File: config.mk
export PLATFORM = sky130hd
export DESIGN_NAME = arsf_top
export DESIGN_NICKNAME = d
export VERILOG_FILES = /design/src/hw/arsf_pkg.sv /design/src/hw/arsf_rx_shift.sv /design/src/hw/arsf_top.sv
export SDC_FILE = /design/constraint.sdc
export NUM_CORES = 1
export LEC_CHECK = 0
export CAP_MARGIN = 10
export CORE_MARGIN = 4
export CORE_UTILIZATION = 38
export DETAILED_ROUTE_END_ITERATION = 7
export DONT_BUFFER_PORTS = 1
export PLACE_DENSITY = 0.61
export SLEW_MARGIN = 20
export SYNTH_ARGS = -nofsm -noshare
export SYNTH_HDL_FRONTEND = slang
export SYNTH_HIERARCHICAL = 1
export SYNTH_SLANG_ARGS = --single-unit
File: constraint.sdc
create_clock -name clk -period 2.63 [get_ports clk]
set_input_delay 0 -clock clk [delete_from_list [all_inputs] [get_ports clk]]
set_output_delay 0 -clock clk [all_outputs]
set_load 0.02 [all_outputs]
File: src/hw/arsf_pkg.sv
// Package with register map, field positions and timing constants for the receive status flags block.
package arsf_pkg;
  // Register byte addresses on the APB bus.
  localparam logic [7:0] ADDR_DATA = 8'h00;
  localparam logic [7:0] ADDR_STATUS = 8'h04;
  localparam logic [7:0] ADDR_CTRL = 8'h08;
  localparam logic [7:0] ADDR_IRQ_STAT = 8'h0C;
  localparam logic [7:0] ADDR_IRQ_MASK = 8'h10;
  // Status register field positions.
  localparam int BIT_RX_FULL = 7;
  localparam int BIT_ADDR_FERR = 6;
  localparam int BIT_OVERRUN = 5;
  // Control register field positions.
  localparam int BIT_EN = 0;
  localparam int BIT_ASYNC = 1;
  localparam int BIT_ADDR_MODE = 2;
  // Interrupt status bit positions.
  localparam int IRQ_RX = 0;
  localparam int IRQ_OVR = 1;
  localparam int IRQ_FERR = 2;
  localparam int IRQ_W = 3;
  // Reset values.
  localparam logic [7:0] CTRL_RESET = 8'h03;
  localparam logic [IRQ_W-1:0] MASK_RESET = 3'h0;
  // Line timing: baud rate and system clock rate.
  localparam int CLK_HZ = 20000000;
  localparam int BAUD_HZ = 115200;
  localparam int BIT_CYCLES = CLK_HZ / BAUD_HZ;
  localparam int HALF_CYCLES = BIT_CYCLES / 2;
  // Receiver state machine.
  typedef enum logic [3:0] {
    RX_IDLE = 4'b0001,
    RX_START = 4'b0010,
    RX_DATA = 4'b0100,
    RX_STOP = 4'b1000
  } arsf_rx_state_t;
endpackage : arsf_pkg

File: src/hw/arsf_rx_shift.sv
// Asynchronous receive shift register: start, data, optional ninth bit, stop.
`timescale 1ns/1ps
module arsf_rx_shift #(
  parameter int BIT_CYC = arsf_pkg::BIT_CYCLES,
  parameter int HALF_CYC = arsf_pkg::HALF_CYCLES
) (
  // Clock and reset.
  input wire logic clk,
  input wire logic resetn,
  // Configuration.
  input wire logic enable,
  input wire logic ninth_bit,
  // Synchronised serial line.
  input wire logic rxd_sync,
  // Received character.
  output logic start_pulse,
  output logic done_pulse,
  output logic [7:0] data_out,
  output logic addr_out,
  output logic stop_ok
);
  arsf_pkg::arsf_rx_state_t state_reg, state_next;
  logic [15:0] cnt_reg, cnt_next;
  logic [3:0] idx_reg, idx_next;
  logic [8:0] sh_reg, sh_next;
  logic start_next, done_next, stop_next, stop_reg, start_reg, done_reg;

  // Next-state logic samples each bit at its centre.
  always_comb begin
    state_next = state_reg;
    cnt_next = cnt_reg;
    idx_next = idx_reg;
    sh_next = sh_reg;
    start_next = 1'b0;
    done_next = 1'b0;
    stop_next = stop_reg;
    unique case (state_reg)
      arsf_pkg::RX_IDLE: begin
        if (enable && !rxd_sync) begin
          state_next = arsf_pkg::RX_START;
          cnt_next = 16'(HALF_CYC);
          start_next = 1'b1;
        end
      end
      arsf_pkg::RX_START: begin
        if (cnt_reg != 16'h0000) begin
          cnt_next = cnt_reg - 16'h0001;
        end else if (rxd_sync) begin
          state_next = arsf_pkg::RX_IDLE;
        end else begin
          state_next = arsf_pkg::RX_DATA;
          cnt_next = 16'(BIT_CYC);
          idx_next = 4'h0;
        end
      end
      arsf_pkg::RX_DATA: begin
        if (cnt_reg != 16'h0000) begin
          cnt_next = cnt_reg - 16'h0001;
        end else begin
          sh_next = {rxd_sync, sh_reg[8:1]};
          cnt_next = 16'(BIT_CYC);
          idx_next = idx_reg + 4'h1;
          if (idx_reg == (ninth_bit ? 4'h8 : 4'h7)) begin
            state_next = arsf_pkg::RX_STOP;
          end
        end
      end
      arsf_pkg::RX_STOP: begin
        if (cnt_reg != 16'h0000) begin
          cnt_next = cnt_reg - 16'h0001;
        end else begin
          if (!ninth_bit) begin
            sh_next = {1'b0, sh_reg[8:1]};
          end
          stop_next = rxd_sync;
          done_next = 1'b1;
          state_next = arsf_pkg::RX_IDLE;
        end
      end
    endcase
  end

  // State registers.
  always_ff @(posedge clk or negedge resetn) begin
    if (!resetn) begin
      state_reg <= arsf_pkg::RX_IDLE;
      cnt_reg <= 16'h0000;
      idx_reg <= 4'h0;
      sh_reg <= 9'h000;
      start_reg <= 1'b0;
      done_reg <= 1'b0;
      stop_reg <= 1'b0;
    end else begin
      state_reg <= state_next;
      cnt_reg <= cnt_next;
      idx_reg <= idx_next;
      sh_reg <= sh_next;
      start_reg <= start_next;
      done_reg <= done_next;
      stop_reg <= stop_next;
    end
  end

  assign start_pulse = start_reg;
  assign done_pulse = done_reg;
  assign data_out = sh_reg[7:0];
  assign addr_out = sh_reg[8];
  assign stop_ok = stop_reg;
endmodule : arsf_rx_shift

File: src/hw/arsf_top.sv
// Receive status flags block of an asynchronous serial port with an APB register slave.
//
// Implementation choices: the APB register port and the address map.
`timescale 1ns/1ps
module arsf_top #(
  parameter int BIT_CYC = arsf_pkg::BIT_CYCLES,
  parameter int HALF_CYC = arsf_pkg::HALF_CYCLES
) (
  // Clock and reset.
  input wire logic clk,
  input wire logic resetn,
  // APB slave.
  input wire logic psel,
  input wire logic penable,
  input wire logic pwrite,
  input wire logic [7:0] paddr,
  input wire logic [31:0] pwdata,
  output logic [31:0] prdata,
  output logic pready,
  output logic pslverr,
  // Serial line and interrupt.
  input wire logic rxd,
  output logic irq,
  output logic rx_irq_ff
);
  logic rxd_meta_reg, rxd_sync_reg;
  logic shift_start, shift_done, shift_addr, shift_stop;
  logic [7:0] shift_data;
  logic [7:0] ctrl_reg, ctrl_next;
  logic [7:0] data_reg, data_next;
  logic full_reg, full_next;
  logic flag6_reg, flag6_next;
  logic ovr_reg, ovr_next;
  logic pend_reg, pend_next;
  logic [7:0] pend_data_reg, pend_data_next;
  logic pend_flag_reg, pend_flag_next;
  logic rxirq_reg, rxirq_next;
  logic [arsf_pkg::IRQ_W-1:0] ist_reg, ist_next, imask_reg, imask_next;
  logic [31:0] prdata_reg, prdata_next;
  logic pready_reg, pready_next, pslverr_reg, pslverr_next;
  logic irq_reg, irq_next;
  logic async_mode, addr_mode, acc, rd_data, rd_ist;
  logic [7:0] status_byte;

  // Decides whether an offset is a mapped register.
  function automatic logic arsf_mapped(input logic [7:0] a);
    return a == arsf_pkg::ADDR_DATA || a == arsf_pkg::ADDR_STATUS || a == arsf_pkg::ADDR_CTRL ||
           a == arsf_pkg::ADDR_IRQ_STAT || a == arsf_pkg::ADDR_IRQ_MASK;
  endfunction : arsf_mapped

  // Two-stage synchroniser for the serial input.
  // Only the second stage feeds logic, so a metastable first stage never spreads.
  always_ff @(posedge clk or negedge resetn) begin
    if (!resetn) begin
      rxd_meta_reg <= 1'b1;
      rxd_sync_reg <= 1'b1;
    end else begin
      rxd_meta_reg <= rxd;
      rxd_sync_reg <= rxd_meta_reg;
    end
  end

  // Shift register receiver.
  arsf_rx_shift #(
    .BIT_CYC(BIT_CYC),
    .HALF_CYC(HALF_CYC)
  ) u_shift (
    .clk(clk),
    .resetn(resetn),
    .enable(ctrl_reg[arsf_pkg::BIT_EN]),
    .ninth_bit(addr_mode),
    .rxd_sync(rxd_sync_reg),
    .start_pulse(shift_start),
    .done_pulse(shift_done),
    .data_out(shift_data),
    .addr_out(shift_addr),
    .stop_ok(shift_stop)
  );

  // Bus decode; the access phase takes two cycles, since pready is registered.
  // A transfer is taken once, in the access cycle before pready rises.
  assign async_mode = ctrl_reg[arsf_pkg::BIT_ASYNC];
  assign addr_mode = ctrl_reg[arsf_pkg::BIT_ADDR_MODE];
  assign acc = psel && penable && !pready_reg;
  assign rd_data = acc && !pwrite && paddr == arsf_pkg::ADDR_DATA;
  assign rd_ist = acc && !pwrite && paddr == arsf_pkg::ADDR_IRQ_STAT;

  // Status byte seen by software; zero outside asynchronous mode.
  // Other modes give these positions other meanings, so the flags are hidden there.
  always_comb begin
    status_byte = 8'h00;
    if (async_mode) begin
      status_byte[arsf_pkg::BIT_RX_FULL] = full_reg;
      status_byte[arsf_pkg::BIT_ADDR_FERR] = flag6_reg;
      status_byte[arsf_pkg::BIT_OVERRUN] = ovr_reg;
    end
  end

  // Receive data path, flags and receiver interrupt flip-flop.
  always_comb begin
    data_next = data_reg;
    full_next = full_reg;
    flag6_next = flag6_reg;
    ovr_next = ovr_reg;
    pend_next = pend_reg;
    pend_data_next = pend_data_reg;
    pend_flag_next = pend_flag_reg;
    rxirq_next = rxirq_reg;
    // A data read empties the buffer and clears the flags and the receiver interrupt.
    if (rd_data) begin
      full_next = 1'b0;
      flag6_next = 1'b0;
      ovr_next = 1'b0;
      rxirq_next = 1'b0;
    end
    // A waiting character moves into the data register in the same cycle.
    if (rd_data && pend_reg) begin
      data_next = pend_data_reg;
      flag6_next = pend_flag_reg;
      full_next = 1'b1;
      pend_next = 1'b0;
    end
    // A finished character fills the data register if free, else the waiting slot.
    if (shift_done) begin
      if (!full_next) begin
        data_next = shift_data;
        flag6_next = addr_mode ? shift_addr : !shift_stop;
        full_next = 1'b1;
      end else begin
        pend_data_next = shift_data;
        pend_flag_next = addr_mode ? shift_addr : !shift_stop;
        pend_next = 1'b1;
      end
    end
    // A start bit while both stages are occupied is an overrun; the newer character replaces the waiting one.
    if (shift_start && full_reg && pend_reg) begin
      ovr_next = 1'b1;
    end
    // Setting after the clears lets a reload raise the interrupt again in the same cycle.
    if (full_next && !full_reg) begin
      rxirq_next = 1'b1;
    end
    if (full_next && rd_data) begin
      rxirq_next = 1'b1;
    end
  end

  // Control, interrupt and bus answer next values.
  always_comb begin
    ctrl_next = ctrl_reg;
    imask_next = imask_reg;
    ist_next = ist_reg;
    prdata_next = 32'h0000_0000;
    pready_next = 1'b0;
    pslverr_next = 1'b0;
    if (rd_ist) begin
      ist_next = '0;
    end
    if (acc) begin
      pready_next = 1'b1;
      pslverr_next = !arsf_mapped(paddr);
      // Only the control and mask registers take writes; other offsets ignore them.
      if (pwrite) begin
        if (paddr == arsf_pkg::ADDR_CTRL) begin
          ctrl_next = pwdata[7:0];
        end
        if (paddr == arsf_pkg::ADDR_IRQ_MASK) begin
          imask_next = pwdata[arsf_pkg::IRQ_W-1:0];
        end
      end else begin
        unique case (paddr)
          arsf_pkg::ADDR_DATA: prdata_next = {24'h000000, data_reg};
          arsf_pkg::ADDR_STATUS: prdata_next = {24'h000000, status_byte};
          arsf_pkg::ADDR_CTRL: prdata_next = {24'h000000, ctrl_reg};
          arsf_pkg::ADDR_IRQ_STAT: prdata_next = {29'h0000000, ist_reg};
          arsf_pkg::ADDR_IRQ_MASK: prdata_next = {29'h0000000, imask_reg};
          default: prdata_next = 32'h0000_0000;
        endcase
      end
    end
    // Events set sticky bits; a set in the clearing cycle wins.
    if (full_next && !full_reg) begin
      ist_next[arsf_pkg::IRQ_RX] = 1'b1;
    end
    if (ovr_next && !ovr_reg) begin
      ist_next[arsf_pkg::IRQ_OVR] = 1'b1;
    end
    if (flag6_next && !flag6_reg) begin
      ist_next[arsf_pkg::IRQ_FERR] = 1'b1;
    end
    irq_next = |(ist_next & imask_next);
  end

  // Registers for all state groups except the two synchroniser stages.
  always_ff @(posedge clk or negedge resetn) begin
    if (!resetn) begin
      ctrl_reg <= arsf_pkg::CTRL_RESET;
      data_reg <= 8'h00;
      full_reg <= 1'b0;
      flag6_reg <= 1'b0;
      ovr_reg <= 1'b0;
      pend_reg <= 1'b0;
      pend_data_reg <= 8'h00;
      pend_flag_reg <= 1'b0;
      rxirq_reg <= 1'b0;
      ist_reg <= '0;
      imask_reg <= arsf_pkg::MASK_RESET;
      prdata_reg <= 32'h0000_0000;
      pready_reg <= 1'b0;
      pslverr_reg <= 1'b0;
      irq_reg <= 1'b0;
    end else begin
      ctrl_reg <= ctrl_next;
      data_reg <= data_next;
      full_reg <= full_next;
      flag6_reg <= flag6_next;
      ovr_reg <= ovr_next;
      pend_reg <= pend_next;
      pend_data_reg <= pend_data_next;
      pend_flag_reg <= pend_flag_next;
      rxirq_reg <= rxirq_next;
      ist_reg <= ist_next;
      imask_reg <= imask_next;
      prdata_reg <= prdata_next;
      pready_reg <= pready_next;
      pslverr_reg <= pslverr_next;
      irq_reg <= irq_next;
    end
  end

  assign prdata = prdata_reg;
  assign pready = pready_reg;
  assign pslverr = pslverr_reg;
  assign irq = irq_reg;
  assign rx_irq_ff = rxirq_reg;
endmodule : arsf_top

==> impl_table.tex, run 1 <==
\begin{tabular}{lr}
\hline
Metric & Value \\
\hline
\multicolumn{2}{l}{\textbf{STA}} \\
\quad Final number of setup-violating endpoints & 0 \\
\quad Number of hold-slack violations in the final timing report & 0 \\
\quad Worst slew margin & 45.4\% \\
\quad WHS & approximately 0.036 ns \\
\quad Setup clock skew after layout & roughly 0.0066 ns \\
\quad Pin slew with the least headroom to its limit & about 0.8 ns \\
\quad Post-layout worst setup margin & roughly 0.25 ns \\
\quad Unrepaired setup endpoints after global routing & no \\
\quad Summed negative setup slack over all endpoints & 0 ns \\
\quad Max Slew Vio Count & 0 \\
\quad Tmin final & $\sim$2.4 ns \\
\quad Final clock period utilization by the worst path & around nine tenths \\
\quad Max Fclk & 0.421 GHz \\
\multicolumn{2}{l}{\textbf{Detailed routing}} \\
\quad Detailed Routing Iterations Pass 1 & 4 \\
\quad Iteration-0 DRC Markers & about 160 \\
\quad Number of routed nets with antenna violations & 0 \\
\quad DRC violations left & 0 \\
\quad Vias per Instance & approximately 5.4 \\
\quad DRT Wirelength & between 8000 and 9000 um \\
\quad Average wire per cell in the routed design & 15.7 um \\
\quad Number of vias after detailed routing & 3100 \\
\multicolumn{2}{l}{\textbf{Min path}} \\
\quad Kind of path behind the tightest hold check & input pin to register \\
\quad Hold Path Depth & 3 \\
\multicolumn{2}{l}{\textbf{Synth}} \\
\quad Synthesized instance count & between 400 and 500 \\
\quad Cell type with the highest aggregate area in the netlist & dfrtp\_1 \\
\quad Post-synthesis sequential area ratio & between 40\% and 50\% \\
\quad Fraction of synthesis flops using an asynchronous set or reset pin & between 90\% and 100\% \\
\quad Number of enable-type register cells in the synthesized netlist & 0 \\
\quad Number of warning messages in the yosys log & 6 \\
\quad Portion of synthesized cell area occupied by the leading cell type & 46.1\% \\
\quad Synth top area cells & dfrtp\_1 (46\%), mux2\_2 (7.5\%), buf\_4 (5.4\%) \\
\quad Area of the mapped netlist & between 4000 and 5000 um2 \\
\quad Number of synthesized register bits & between 80 and 90 \\
\quad Synthesized area per cell & 10.7 um2 \\
\quad Most frequent cell after synthesis & dfrtp\_1 \\
\quad Post-synth top cells & dfrtp\_1 (80), nand2\_1 (37), o21ai\_0 (33) \\
\quad Count of unique library cells instantiated by Yosys & $\sim$70 \\
\quad Most used flip-flop cell after synthesis & dfrtp\_1 \\
\multicolumn{2}{l}{\textbf{Final layout}} \\
\quad Multi-input gate area in the final layout & between 1500 and 2000 um2 \\
\quad Fill cell count & 1055 \\
\quad Finished Cell Area & 4890 um2 \\
\quad Max reg flops & 16 \\
\quad Register area & between 2000 and 2500 um2 \\
\quad Final instance count without filler cells & 569 \\
\quad Diodes inserted & 0 \\
\quad Count of nets after finishing & $\sim$470 \\
\quad Layout cells sized above 1 & between 10\% and 20\% \\
\quad P\&R area growth vs syn & 12.6\% \\
\quad Final Util & between 40\% and 50\% \\
\multicolumn{2}{l}{\textbf{Setup path}} \\
\quad Worst path top cell family by delay & simple AND/OR/NAND/NOR gates \\
\quad Kind of start point of the critical path & register \\
\quad Capturing element type of the critical path & register \\
\quad Worst Reg-to-Reg Cells & 5 \\
\quad Buffers plus inverters on the worst setup path & 0 \\
\quad Start-to-end type of the worst setup path & register to register \\
\quad Worst-path maximum fanout & 5 \\
\quad List of cells traversed by the critical path & or4bb\_1 -> or4\_4 -> and2\_0 -> a221o\_1 -> a221o\_1 \\
\quad Crit-path most repeated cell & a221o\_1 \\
\quad Largest incremental delay on the critical path & roughly 0.56 ns \\
\quad Slowest-stage cell, CP & or4bb\_1 \\
\quad Number of stages on the worst setup path & 5 \\
\quad Arrival time of data at the critical path endpoint & 2.60 ns \\
\quad WP data required & 2.85 ns \\
\multicolumn{2}{l}{\textbf{CTS}} \\
\quad CTS Root Buffer Type & clkbuf\_16 \\
\quad Clock transition at the registers of the reported paths & roughly 0.07 ns \\
\quad CTS Sinks & 85 \\
\quad Clock tree from TritonCTS & built \\
\quad CTS H-Tree Depth & 3 \\
\quad Hold buffer count at cts & 18 \\
\quad Maximum buffer depth of the clock tree & 2 \\
\quad Clock latency reported for the late side of the worst-skew pair & roughly 0.33 ns \\
\quad Total CTS buffers & 9 \\
\quad Quantity of gates resized following cts & 0 \\
\quad Number of buffers added for setup after CTS & 0 \\
\multicolumn{2}{l}{\textbf{Place}} \\
\quad Area after DPL & around 4400 um2 \\
\quad Weighted congestion reported at the end of routability-driven placement & 0.826 \\
\quad Setup slack after placement & between 0.2 and 0.25 ns \\
\quad Count of port buffers added during placement & 0 \\
\quad Estimated wirelength of the detail-placed design & 6110 um \\
\quad Number of placed instances, taps included & 535 \\
\multicolumn{2}{l}{\textbf{Pwr}} \\
\quad Clock Power Share & between 40\% and 50\% \\
\quad Switching fraction of total power & roughly 23\% \\
\quad Flop pwr share & around 48\% \\
\quad Switching power of the nets & approximately 0.63 mW \\
\quad Maximum VDD drop & approximately 0.47 mV \\
\quad Internal power consumption & $\sim$2.1 mW \\
\quad Gate power share & 3.9\% \\
\quad Pwr/cell area & approximately 560 nW/um2 \\
\quad Post-layout total power & between 2 and 3 mW \\
\quad Static leakage power & 2.11 nW \\
\multicolumn{2}{l}{\textbf{GRT}} \\
\quad Vias in the first global route & 2959 \\
\quad Global-route wire length before repair & approximately 15000 um \\
\quad Largest net degree at the start of global routing & 86 \\
\quad Overall fraction of global-route tracks in use & approximately 14\% \\
\quad Overflow after GRT & 0 \\
\quad Initial antenna violation count & 0 \\
\multicolumn{2}{l}{\textbf{Floorplanning}} \\
\quad Initial standard-cell utilization of the core & 39.4\% \\
\quad Die Footprint & 13200 um2 \\
\quad Die Span X & between 100 and 150 um \\
\quad Number of primary I/O pins & 82 \\
\quad Row cnt & 38 \\
\quad Core outline area & 11000 um2 \\
\quad Height of the die & $\sim$110 um \\
\multicolumn{2}{l}{\textbf{Status}} \\
\quad Run status & finished, final reports clean \\
\multicolumn{2}{l}{\textbf{Flow run}} \\
\quad Max-cap violation count & 0 \\
\hline
\end{tabular}
[worst register-to-register path: cells and delay by family (launching register included)]
| kind | cells | cell delay (ns) |
|---|---|---|
| flops | 1 | 0.42 |
| compound gates | 2 | 0.59 |
| simple gates | 3 | 1.26 |
[path summary, 6_finish.rpt]
path | start | endpoint | slack (ns)
max in group asynchronous | resetn | prdata[1] | 2.04
max reg2reg | pready | irq | 0.25
min | paddr[3] | ist_reg[1] | 0.04
min reg2reg | rxd_meta_reg | rxd_sync_reg | 0.36
max | pready | irq | 0.25
min in group asynchronous | resetn | pslverr | 0.20
[metal layers]
metal / wire length, um / track usage, %
met1: 4210 / 18.5
met2: 4160 / 22.1
met3: 442 / 3.16
met4: 119 / 4.77
met5: 0 / 0
[logic make-up after synthesis]
family	Yosys count	share of synthesized area (%)
adders and majority gates	3	0.864
other	1	0.0863
DFF	85	49.1
muxes	38	9.62
buffers and inverters	48	7.40
and+or+nand+nor	137	18.1
AOI/OAI and AO/OA	93	14.8
[power by group through the flow]
stage	registers (mW)	clock network, mW	logic [mW]
6_report	1.32	1.33	0.108
5_1_grt	1.32	1.42	0.120
4_1_cts	1.32	1.37	0.109
3_5_place_dp	1.35	0	0.0556
3_3_place_gp	1.35	0	0.0551
2_1_floorplan	1.35	0	0.0785
[layout by cell type, fill, tap and decap left out, types with 4 or more instances in the layout]
cell type       n
dfstp_2         5
dlygate4sd3_1  17
nand3_1        12
or4b_2          4
a32o_1          6
inv_1           5
nor3_1          7
o31ai_1         6
a22o_1          4
a22oi_1         6
a21oi_1        13
clkbuf_16       9
nor2_1         24
nor4_1          6
nand2_1        37
nor2b_1         4
o21ai_0        33
buf_4           9
conb_1         24
mux2i_1         8
dfrtp_1        80
mux2_2         29
or3_1           4
[area by class of cell]
class                      instances  area share [%]
sequential                        85            43.6
clock inverter                     6            1.59
inverter                           6           0.486
multi-input combinational        295            40.4
clock buffer                      10            4.89
tap                              140            3.58
timing repair buffer              27            5.43
Note: power is estimated with default switching activity, not from simulation.
==> run 2: changes to the inputs <==
--- a/config.mk
+++ b/config.mk
@@ -5,12 +5,12 @@
 export SDC_FILE = /design/constraint.sdc
 export NUM_CORES = 1
 export LEC_CHECK = 0
-export CAP_MARGIN = 10
+export ABC_AREA = 1
+export CAP_MARGIN = 20
 export CORE_MARGIN = 4
 export CORE_UTILIZATION = 38
 export DETAILED_ROUTE_END_ITERATION = 7
 export DONT_BUFFER_PORTS = 1
-export PLACE_DENSITY = 0.61
 export SLEW_MARGIN = 20
 export SYNTH_ARGS = -nofsm -noshare
 export SYNTH_HDL_FRONTEND = slang
==> run 2 against run 1 <==
Compared with the run above: combinational power hardly changed; flip-flop and latch count unchanged; synthesized cell count increased by 41%; critical path type unchanged.
==> impl_table.tex, run 2 <==
\begin{tabular}{lr}
\hline
Metric & Value \\
\hline
\multicolumn{2}{l}{\textbf{Pwr}} \\
\quad Pwr/cell area & slightly above 500 nW/um2 \\
\quad Post-layout total power & $\sim$2.7 mW \\
\quad Maximum VDD drop & approximately 0.26 mV \\
\quad Static leakage power & between 2 and 3 nW \\
\multicolumn{2}{l}{\textbf{STA}} \\
\quad Max Slew Vio Count & 0 \\
\quad Post-layout worst setup margin & between 0.6 and 0.7 ns \\
\quad Tmin final & just under 2 ns \\
\quad Summed negative setup slack over all endpoints & 0 ns \\
\quad Final number of setup-violating endpoints & 0 \\
\quad Number of hold-slack violations in the final timing report & 0 \\
\quad Max Fclk & just over 0.5 GHz \\
\quad Setup clock skew after layout & slightly below 0.004 ns \\
\quad Unrepaired setup endpoints after global routing & no \\
\quad Final clock period utilization by the worst path & about three quarters \\
\multicolumn{2}{l}{\textbf{Final layout}} \\
\quad Diodes inserted & 0 \\
\quad Top library cells by usage in the layout, fill and taps aside & nand2\_1 (179), dfrtp\_1 (80), nor2\_1 (55) \\
\quad Final Util & 43.0\% \\
\quad Multi-input gate area in the final layout & between 2000 and 2500 um2 \\
\quad Layout cells sized above 1 & 14.0\% \\
\quad Fill cell count & 1200 \\
\quad Final instance count without filler cells & between 700 and 800 \\
\quad Register area & around 2100 um2 \\
\quad Max reg flops & 16 \\
\quad Leading cell type in the layout, fill and taps excluded & nand2\_1 \\
\quad Count of nets after finishing & 639 \\
\quad P\&R area growth vs syn & 10.2\% \\
\multicolumn{2}{l}{\textbf{CTS}} \\
\quad Quantity of gates resized following cts & 0 \\
\quad Clock latency reported for the late side of the worst-skew pair & 0.33 ns \\
\quad Hold buffer count at cts & 22 \\
\quad CTS Root Buffer Type & clkbuf\_16 \\
\quad Maximum buffer depth of the clock tree & 2 \\
\quad Number of buffers added for setup after CTS & 0 \\
\quad CTS H-Tree Depth & 3 \\
\quad Clock tree from TritonCTS & built \\
\quad Clock transition at the registers of the reported paths & roughly 0.060 ns \\
\quad CTS Sinks & 85 \\
\quad Total CTS buffers & 9 \\
\multicolumn{2}{l}{\textbf{Synth}} \\
\quad Post-synthesis sequential area ratio & a little under half \\
\quad Count of unique library cells instantiated by Yosys & 40 \\
\quad Fraction of synthesis flops using an asynchronous set or reset pin & between 90\% and 100\% \\
\quad Synthesized area per cell & slightly above 8 um2 \\
\quad Synthesized instance count & 573 \\
\quad Number of warning messages in the yosys log & 6 \\
\quad Portion of synthesized cell area occupied by the leading cell type & around 43\% \\
\quad Number of enable-type register cells in the synthesized netlist & 0 \\
\quad Number of synthesized register bits & between 80 and 90 \\
\quad Most frequent cell after synthesis & nand2\_1 \\
\quad Synth top area cells & dfrtp\_1 (43\%), nand2\_1 (14\%), buf\_4 (5.0\%) \\
\quad Cell type with the highest aggregate area in the netlist & dfrtp\_1 \\
\quad Post-synth top cells & nand2\_1 (179), dfrtp\_1 (80), nor2\_1 (55) \\
\quad Area of the mapped netlist & $\sim$4700 um2 \\
\quad Most used flip-flop cell after synthesis & dfrtp\_1 \\
\multicolumn{2}{l}{\textbf{Setup path}} \\
\quad Worst-path maximum fanout & 13 \\
\quad Reg-to-reg critical path startpoint & u\_shift/cnt\_reg[0] \\
\quad Arrival time of data at the critical path endpoint & approximately 2.2 ns \\
\quad WP data required & between 2 and 3 ns \\
\quad Start-to-end type of the worst setup path & register to register \\
\quad Crit path launch & u\_shift/cnt\_reg[0] \\
\quad Reg2reg end & u\_shift/cnt\_reg[2] \\
\quad Capturing element type of the critical path & register \\
\quad Termination of the worst setup path & u\_shift/cnt\_reg[2] \\
\quad Worst Reg-to-Reg Cells & 11 \\
\quad Kind of start point of the critical path & register \\
\quad Internal reg-to-reg setup slack & 0.65 ns \\
\multicolumn{2}{l}{\textbf{GRT}} \\
\quad Overall fraction of global-route tracks in use & between 10 and 15\% \\
\quad Initial antenna violation count & 0 \\
\quad Global-route wire length before repair & 16400 um \\
\quad Largest net degree at the start of global routing & 86 \\
\quad Overflow after GRT & 0 \\
\quad Vias in the first global route & 3505 \\
\multicolumn{2}{l}{\textbf{Place}} \\
\quad Estimated wirelength of the detail-placed design & between 6000 and 7000 um \\
\quad Setup slack after placement & roughly 0.66 ns \\
\quad Weighted congestion reported at the end of routability-driven placement & $\sim$0.88 \\
\quad Count of port buffers added during placement & 0 \\
\quad Number of placed instances, taps included & just over 700 \\
\multicolumn{2}{l}{\textbf{Detailed routing}} \\
\quad Number of vias after detailed routing & between 3000 and 4000 \\
\quad Average wire per cell in the routed design & between 10 and 15 um \\
\quad DRC violations left & 0 \\
\quad Iteration-0 DRC Markers & 217 \\
\quad DRT Wirelength & approximately 9400 um \\
\quad Vias per Instance & 4.80 \\
\quad Detailed Routing Iterations Pass 1 & 4 \\
\quad Number of routed nets with antenna violations & 0 \\
\multicolumn{2}{l}{\textbf{Floorplanning}} \\
\quad Die Footprint & 14200 um2 \\
\quad Die Span X & around 120 um \\
\quad Core outline area & between 10000 and 15000 um2 \\
\quad Row cnt & 40 \\
\quad Height of the die & around 120 um \\
\quad Number of primary I/O pins & a little over 80 \\
\quad Initial standard-cell utilization of the core & 39.0\% \\
\multicolumn{2}{l}{\textbf{Flow run}} \\
\quad Max-cap violation count & 0 \\
\multicolumn{2}{l}{\textbf{Min path}} \\
\quad Kind of path behind the tightest hold check & input pin to register \\
\multicolumn{2}{l}{\textbf{Status}} \\
\quad Run status & finished, final reports clean \\
\hline
\end{tabular}
==> run 2: cell types whose count changed after synthesis, moves of 10 or more <==
cell	before	now
nand2_1	37	179
inv_1	5	45
nor2_1	24	55
mux2_2	29	0
nand3_1	12	30
nand2_2	1	16
a31oi_1	1	11
o21ai_0	33	23
==> run 2: cell families (layout without fill, tap and decap cells) <==
group | Yosys count | after routing | synth area share (%)
AND/OR/NAND/NOR | 326 | 326 | 33.6
buffers and inverters | 93 | 91 | 11.1
flip-flops | 85 | 85 | 45.6
AO/OA/AOI/OAI | 59 | 59 | 7.65
XOR/XNOR | 6 | 6 | 1.12
adder cells (fa/ha/maj) | 3 | 3 | 0.802
other | 1 | 24 | 0.0801
==> run 2: critical path: stages, from the launching register on <==
cell and delay [ns]:
dfrtp_1 0.41, inv_1 0.13, ha_1 0.20, inv_1 0.07, nor2_1 0.09, nand2_1 0.09, nor2_4 0.13, nand3_4 0.18
nand2_4 0.23, inv_2 0.13, a21oi_1 0.15, nand2_1 0.07
==> run 2: worst min-delay path by stage <==
stage / startpoint / end / slack (ns) / cells past startpoint
after floorplan: resetn / ctrl_reg[2] / -0.30 / 0
after global placement: resetn / pready / -0.29 / 0
after detailed placement: resetn / pslverr / -0.29 / 0
after CTS: paddr[4] / prdata[3] / 0.002 / 5
after global routing: paddr[4] / prdata[3] / 0.02 / 5
final: paddr[4] / prdata[3] / 0.02 / 5
==> run 2: layout make-up <==
cell class	instances	area share, %
sequential	85	41.3
clock inverter	5	1.19
tap	147	3.56
multi-input combinational	418	40.9
timing repair buffer	22	4.61
inverter	54	3.93
clock buffer	10	4.44
==> run 2: through the flow <==
step / instance area [um2] / hold slack [ns]
after detailed placement: 4630 / -0.293
final: 5160 / 0.0214
after global routing: 5160 / 0.0189
after floorplan: 4770 / -0.296
after global placement: 4630 / -0.293
after CTS: 5160 / 0.00237
==> run 2: where the power goes <==
part           internal, mW  switching (mW)  total (mW)
clock network         0.735           0.507        1.24
registers              1.32         0.00729        1.32
logic                0.0288          0.0783       0.107
total                  2.08           0.593        2.67
==> run 2: routing by layer <==
metal  routed length [um]  track usage (%)  up-vias
met5                    0                0        -
met4                  172             5.36        0
met3                  353             3.04       14
met2                 4690             23.5       65
met1                 4210             17.5     1681
li1                     -                -     1799
